`src/pkg/sfop_regs.svh`:
```
// Purpose: Constants for the status flag set/clear block
// Assumes: Included by bare name
// Notes: Offsets are byte addresses on a 32-bit Wishbone bus
`ifndef SFOP_REGS_SVH
`define SFOP_REGS_SVH
// ==========================================================
// Register offsets
`define SFOP_OFF_STATUS 4'h0
`define SFOP_OFF_OP 4'h4
`define SFOP_OFF_COUNT 4'h8
// ==========================================================
// Status bit positions
`define SFOP_BIT_C 0
`define SFOP_BIT_Z 1
`define SFOP_BIT_N 2
`define SFOP_BIT_V 3
`define SFOP_BIT_S 4
`define SFOP_BIT_H 5
`define SFOP_BIT_T 6
`define SFOP_BIT_I 7
// ==========================================================
// Reset values and field layout
`define SFOP_STATUS_RST 8'h00
`define SFOP_COUNT_RST 16'h0000
`define SFOP_OP_W 4
`define SFOP_COUNT_INC 16'h0001
`define SFOP_UNMAPPED 32'h0000_0000
`endif

```
`src/pkg/sfop_pkg.sv`:
```
// Purpose: Types for the status flag set/clear block
// Assumes: sfop_regs.svh holds the numbers
// Notes: Opcode codes are block-local
package sfop_pkg;
    // ==========================================================
    // Flag operation codes
    typedef enum logic [3:0] {
        sfop_nop_op = 4'h0,
        sfop_raise_negative_op = 4'h1,
        sfop_drop_negative_op = 4'h2,
        sfop_raise_zero_op = 4'h3,
        sfop_drop_zero_op = 4'h4,
        sfop_unmask_interrupts_op = 4'h5,
        sfop_mask_interrupts_op = 4'h6,
        sfop_raise_sign_op = 4'h7,
        sfop_drop_sign_op = 4'h8,
        sfop_raise_overflow_op = 4'h9,
        sfop_drop_overflow_op = 4'hA,
        sfop_raise_transfer_bit_op = 4'hB,
        sfop_drop_transfer_bit_op = 4'hC,
        sfop_raise_half_carry_op = 4'hD,
        sfop_drop_half_carry_op = 4'hE
    } sfop_op_type;

    // Bus slave states, one-hot
    typedef enum logic [1:0] {
        sfop_idle_st = 2'b01,
        sfop_ack_st = 2'b10
    } sfop_state_type;
endpackage

```
`src/hw/sfop_decode.sv`:
```
// Purpose: Decode a flag opcode into set and clear bit masks
// Assumes: Opcode is one of sfop_op_type
// Notes: Purely combinational, at most one mask bit active
`include "sfop_regs.svh"
module sfop_decode
    import sfop_pkg::*;
(
    input wire logic [3:0] op_i,
    output logic [7:0] set_o,
    output logic [7:0] clr_o
);
    // ==========================================================
    // Opcode to one-bit masks
    always_comb
    begin
        set_o = 8'h00;
        clr_o = 8'h00;
        case (sfop_op_type'(op_i))
            sfop_raise_negative_op: set_o[`SFOP_BIT_N] = 1'b1;
            sfop_drop_negative_op: clr_o[`SFOP_BIT_N] = 1'b1;
            sfop_raise_zero_op: set_o[`SFOP_BIT_Z] = 1'b1;
            sfop_drop_zero_op: clr_o[`SFOP_BIT_Z] = 1'b1;
            sfop_unmask_interrupts_op: set_o[`SFOP_BIT_I] = 1'b1;
            sfop_mask_interrupts_op: clr_o[`SFOP_BIT_I] = 1'b1;
            sfop_raise_sign_op: set_o[`SFOP_BIT_S] = 1'b1;
            sfop_drop_sign_op: clr_o[`SFOP_BIT_S] = 1'b1;
            sfop_raise_overflow_op: set_o[`SFOP_BIT_V] = 1'b1;
            sfop_drop_overflow_op: clr_o[`SFOP_BIT_V] = 1'b1;
            sfop_raise_transfer_bit_op: set_o[`SFOP_BIT_T] = 1'b1;
            sfop_drop_transfer_bit_op: clr_o[`SFOP_BIT_T] = 1'b1;
            sfop_raise_half_carry_op: set_o[`SFOP_BIT_H] = 1'b1;
            sfop_drop_half_carry_op: clr_o[`SFOP_BIT_H] = 1'b1;
            default:
            begin
                set_o = 8'h00;
                clr_o = 8'h00;
            end
        endcase
    end
endmodule

```
`src/hw/sfop_core.sv`:
```
// Purpose: Status register with single-flag set/clear operations
// Assumes: Classic Wishbone slave, 32-bit data, one clock
// Notes: Ops come from the op port or from a bus write to the op register
`include "sfop_regs.svh"
module sfop_core
    import sfop_pkg::*;
(
    input wire logic clk_i,
    input wire logic rst_i,
    input wire logic op_valid_i,
    input wire logic [3:0] op_i,
    input wire logic [3:0] wb_adr_i,
    input wire logic [31:0] wb_dat_i,
    input wire logic [3:0] wb_sel_i,
    input wire logic wb_we_i,
    input wire logic wb_cyc_i,
    input wire logic wb_stb_i,
    output logic [31:0] wb_dat_o,
    output logic wb_ack_o,
    output logic [7:0] status_register_o,
    output logic int_enable_o
);
    // ==========================================================
    // State
    logic [7:0] status_r;
    logic [7:0] status_nxt;
    logic [15:0] count_r;
    logic [15:0] count_nxt;
    sfop_state_type state_r;
    sfop_state_type state_nxt;
    logic [31:0] dat_r;
    logic [31:0] dat_nxt;
    logic [3:0] op_sel;
    logic op_go;
    logic bus_op;
    logic bus_wr_status;
    logic [7:0] set_m;
    logic [7:0] clr_m;

    // ==========================================================
    // Operation source: bus write wins over the op port
    assign bus_op = (state_r == sfop_idle_st) && wb_cyc_i && wb_stb_i && wb_we_i
        && wb_sel_i[0] && (wb_adr_i == `SFOP_OFF_OP);
    assign bus_wr_status = (state_r == sfop_idle_st) && wb_cyc_i && wb_stb_i
        && wb_we_i && wb_sel_i[0] && (wb_adr_i == `SFOP_OFF_STATUS);
    assign op_sel = bus_op ? wb_dat_i[`SFOP_OP_W-1:0] : op_i;
    assign op_go = bus_op || op_valid_i;

    sfop_decode u_decode
    (
        .op_i(op_sel),
        .set_o(set_m),
        .clr_o(clr_m)
    );

    // ==========================================================
    // Status update: a flag op moves only the named bit, a status write loads all eight, in one cycle
    always_comb
    begin
        status_nxt = status_r;
        count_nxt = count_r;
        if (bus_wr_status)
        begin
            status_nxt = wb_dat_i[7:0];
        end
        else if (op_go)
        begin
            status_nxt = (status_r | set_m) & ~clr_m;
            if ((set_m | clr_m) != 8'h00)
            begin
                count_nxt = count_r + `SFOP_COUNT_INC;
            end
        end
    end

    always_ff @(posedge clk_i)
    begin
        if (rst_i)
        begin
            status_r <= `SFOP_STATUS_RST;
            count_r <= `SFOP_COUNT_RST;
        end
        else
        begin
            status_r <= status_nxt;
            count_r <= count_nxt;
        end
    end

    // ==========================================================
    // Wishbone slave: ack one cycle after request, then drop
    always_comb
    begin
        state_nxt = state_r;
        dat_nxt = dat_r;
        case (state_r)
            sfop_idle_st:
            begin
                if (wb_cyc_i && wb_stb_i)
                begin
                    state_nxt = sfop_ack_st;
                    case (wb_adr_i)
                        `SFOP_OFF_STATUS: dat_nxt = {24'h00_0000, status_r};
                        `SFOP_OFF_COUNT: dat_nxt = {16'h0000, count_r};
                        default: dat_nxt = `SFOP_UNMAPPED;
                    endcase
                end
            end
            sfop_ack_st:
            begin
                state_nxt = sfop_idle_st;
            end
            default:
            begin
                state_nxt = sfop_idle_st;
            end
        endcase
    end

    always_ff @(posedge clk_i)
    begin
        if (rst_i)
        begin
            state_r <= sfop_idle_st;
            dat_r <= `SFOP_UNMAPPED;
        end
        else
        begin
            state_r <= state_nxt;
            dat_r <= dat_nxt;
        end
    end

    // ==========================================================
    // Outputs straight from flip-flops
    assign wb_ack_o = (state_r == sfop_ack_st);
    assign wb_dat_o = dat_r;
    assign status_register_o = status_r;
    assign int_enable_o = status_r[`SFOP_BIT_I];
endmodule

```
`config.mk`:
```
export PLATFORM = sky130hd
export DESIGN_NAME = sfop_core
export DESIGN_NICKNAME = d
export VERILOG_FILES = /design/src/pkg/sfop_pkg.sv /design/src/hw/sfop_decode.sv /design/src/hw/sfop_core.sv
export VERILOG_INCLUDE_DIRS = /design/src /design/src/pkg
export SDC_FILE = /design/constraint.sdc
export NUM_CORES = 1
export LEC_CHECK = 0
export ABC_AREA = 1
export ABC_CLOCK_PERIOD_IN_PS = 3500
export BUFFER_PORTS_ARGS = -buffer_cell sky130_fd_sc_hd__buf_2
export CELL_PAD_IN_SITES_DETAIL_PLACEMENT = 1
export CELL_PAD_IN_SITES_GLOBAL_PLACEMENT = 1
export CORE_MARGIN = 4
export CORE_UTILIZATION = 38
export CTS_BUF_LIST = sky130_fd_sc_hd__clkbuf_4
export CTS_CLUSTER_DIAMETER = 30
export DETAILED_ROUTE_END_ITERATION = 6
export PLACE_DENSITY = 0.95
export SLEW_MARGIN = 20
export SYNTH_ARGS = -nofsm -noshare
export SYNTH_HDL_FRONTEND = slang
export SYNTH_SLANG_ARGS = --single-unit
```
`constraint.sdc`:
```
create_clock -name clk_i -period 3.5 [get_ports clk_i]
set_input_delay 0 -clock clk_i [delete_from_list [all_inputs] [get_ports clk_i]]
set_output_delay 0 -clock clk_i [all_outputs]
set_load 0.005 [all_outputs]
```
==> summary.txt <==
max frequency: 414 MHz
finished layout cell area: 2890 sq um
n_diodes: 0
Leakage: 0.00125 uW
DR pass1 iterations: 4
I/O Pins: 92
vias in the first global route: 2687
grt total ovfl: 0
Seq/Total Area, Yosys: 33.1%
Yosys cell types: 27
Power per Cell Area: 310 nW/um^2
1st-iter DRT viols: 138
worst IR drop on VDD: 0.000237 V
Cell Rows: 29
IO Port Bufs: 48
# H-tree levels: 2
CTS clock-pin slew for the worst setup and hold paths: 0.14 ns
Req. time, crit path: 3.82 ns
post-route antenna net violation count: 0
worst-path cell chain: inv_2 > nand2_1 > nor2_4 > buf_4 > nand3_1 > inv_2 > a21oi_4 > nand3_4 > nand2_1 > nand2_1 > nor2_1
Starting Density: 39.6%
clk buf depth: 2
relative slew slack: 50.2%
cell taking the most area after synthesis: dfxtp_1
most frequent cell after synthesis: nand2_1
pin count of the biggest net entering global routing: 39
Pint: 621 uW
Final WS setup: 1.08 ns
cts bufs inserted: 5
Nets: 460
ys flop type: dfxtp_1
Final Max Tran Viols: 0
Slew @ Worst Pin: 0.743 ns
Fin Setup TNS: 0 ns
Pwr Total: 896 uW
asr flop ratio synth: 0%
worst reg2reg setup slack: 1.08 ns
CP Class: flop to flop
die boundary height: 89.8 microns
synthesis-stage register bit count: 42
Die W: 89.8 microns
sw frac: 30.7%
final WL: 7.18 mm
count of flip-flops with a built-in enable after synthesis: 0
Post-route DRC: 0
area of the core: 6420 sq um
NetSw: 275 uW
Hold WS: 0.0237 ns
Vias per Instance: 5.15
Worst Setup End Kind: flop
CTS sink cnt: 42
Worst path depth: 11
clock network power share: 27.3%
Critical Path Start Type: flop
commonest cells in the netlist: 65 x nand2_1, 42 x dfxtp_1, 37 x inv_1
Worst Skew: 0.0177 ns
worst hold path type: input pin to flop
initial antenna violation count: 0
Final Setup Violations: 0
final-report hold violation count: 0
worst stage delay on the critical path: 0.57 ns
MaxCap Viol Count: 0
clock root cell: clkbuf_4
Clk Latency, worst-skew pair: 0.37 ns
Synth warnings: 0
GP Congestion: 0.874
synth-to-layout area growth: 13.5%
Placed Area: 2750 sq um
die area: 8070 sq um
most used cell, CP: nand2_1
CP startpoint: state_r[1]$_SDFFE_PP0P_
Total GRT Usage: 17.9%
CTS tree: done
pre-CTS setup slack: 0.827 ns
average wire per standard cell: 14.8 microns
global-route wire length before repair: 12.5 mm
status: completed
crit-path leading delay family: simple AND/OR/NAND/NOR gates
Comb power frac: 16.2%
layout cells sized above 1: 22.9%
final worst path period share: 69.0%
CP max-delay cell: a21oi_4
RSZ-0062 raised after global routing: no
Reg power frac: 56.4%
Synth top area share: 33.1%
R2R depth: 11
DR vias: 2510
mean post-synth cell area: 7.09 sq um
reg-to-reg endpoint: count_r[1]$_SDFFE_PP0P_
Synth area leaders: dfxtp_1 33%, nand2_1 9.6%, a21oi_1 5.5%
Cells after Synth: 359
RR Startpoint: state_r[1]$_SDFFE_PP0P_
arrival time worst endpoint: 2.73 ns
min Tclk post-route: 2.42 ns
CP Capture Point: count_r[1]$_SDFFE_PP0P_
post-DP HPWL: 5.27 mm
Mapped Area: 2540 sq um
crit-path max FO: 38
Critical path buffers and inverters: 3
-- per-layer routing --
| layer | up-vias | routed length, microns | track usage, % |
|---|---|---|---|
| li1 | 1245 | - | - |
| met1 | 1193 | 3130 | 20.7 |
| met2 | 60 | 3640 | 33.0 |
| met3 | 12 | 315 | 3.92 |
| met4 | 0 | 107 | 5.49 |
| met5 | - | 0 | 0 |
-- power by group through the flow --
stage | logic [uW] | registers, uW | clock network, uW
3_3_place_gp | 130 | 515 | 0
4_1_cts | 145 | 506 | 253
2_1_floorplan | 102 | 516 | 0
5_1_grt | 163 | 508 | 278
3_5_place_dp | 137 | 516 | 0
6_report | 146 | 506 | 245
-- flip-flops by register name, summed over array words and instances (netlist names) --
register / count
state_r: 2
count_r: 16
status_register_o: 8
wb_dat_o: 16
-- worst register-to-register path: cells and delay by family (launching register included) --
| kind | cells | cell delay [ns] |
|---|---|---|
| simple gates | 7 | 1.04 |
| compound gates | 1 | 0.57 |
| buf+inv | 3 | 0.41 |
| flops | 1 | 0.35 |
-- metrics by stage --
stage	cells	util, %
CTS	487	44.8
global route	487	44.9
finish	487	44.9
floorplan	374	-
detailed placement	471	42.7
global placement	471	42.7
-- cell type report --
cell class / count / area [sq um]
Fill cell: 829 / 3540
Multi-Input combinational cell: 261 / 1410
Sequential cell: 42 / 841
Timing Repair Buffer: 57 / 328
Inverter: 42 / 158
Tap cell: 77 / 96.3
Clock buffer: 5 / 37.5
Clock inverter: 3 / 16.3
-- repair_timing --
action                                 in CTS  in global routing
resized for setup                           0                  0
hold buffers                                8                  0
endpoints found under the hold margin       8                  0
buffers inserted                            0                  0
-- layout by cell type (no fill, tap or decap), types with 2 or more instances in the layout --
| cell | n |
|---|---|
| dfxtp_1 | 42 |
| a21oi_1 | 28 |
| dlygate4sd3_1 | 8 |
| conb_1 | 16 |
| nand2_1 | 65 |
| nand3_4 | 2 |
| nand3_1 | 16 |
| nand2_4 | 2 |
| nand4_1 | 19 |
| o221ai_1 | 7 |
| nor2_4 | 6 |
| nor2_1 | 36 |
| a21oi_2 | 8 |
| clkbuf_4 | 5 |
| nor3_1 | 9 |
| buf_2 | 48 |
| xnor2_1 | 4 |
| nand2_2 | 12 |
| inv_1 | 37 |
| o21ai_0 | 17 |
| xor2_1 | 10 |
| inv_2 | 5 |
-- cell families after synthesis --
kind of cell               count (synthesis)  share of synthesized area, %
other                                      1                         0.147
adders and majority gates                  1                         0.492
and+or+nand+nor                          168                          32.8
buffers and inverters                     71                          14.0
DFF                                       42                          33.1
xor gates and xnor gates                  14                          4.82
AOI/OAI and AO/OA                         62                          14.7
-- worst min path at each step --
stage / cells after the start / endpoint / slack [ns] / start
final: 4 / wb_dat_o[15]$_SDFFE_PP0P_ / 0.02 / wb_adr_i[2]
after global routing: 4 / wb_dat_o[15]$_SDFFE_PP0P_ / 0.04 / wb_adr_i[2]
after CTS: 4 / wb_dat_o[15]$_SDFFE_PP0P_ / 0.03 / wb_adr_i[2]
after detailed placement: 3 / status_register_o[7]$_SDFFE_PP0P_ / 0.31 / wb_dat_i[7]
after global placement: 3 / status_register_o[5]$_SDFFE_PP0P_ / 0.28 / wb_dat_i[5]
after floorplan: 1 / count_r[15]$_SDFFE_PP0P_ / 0.07 / rst_i
(Power assumes the default switching activity.)
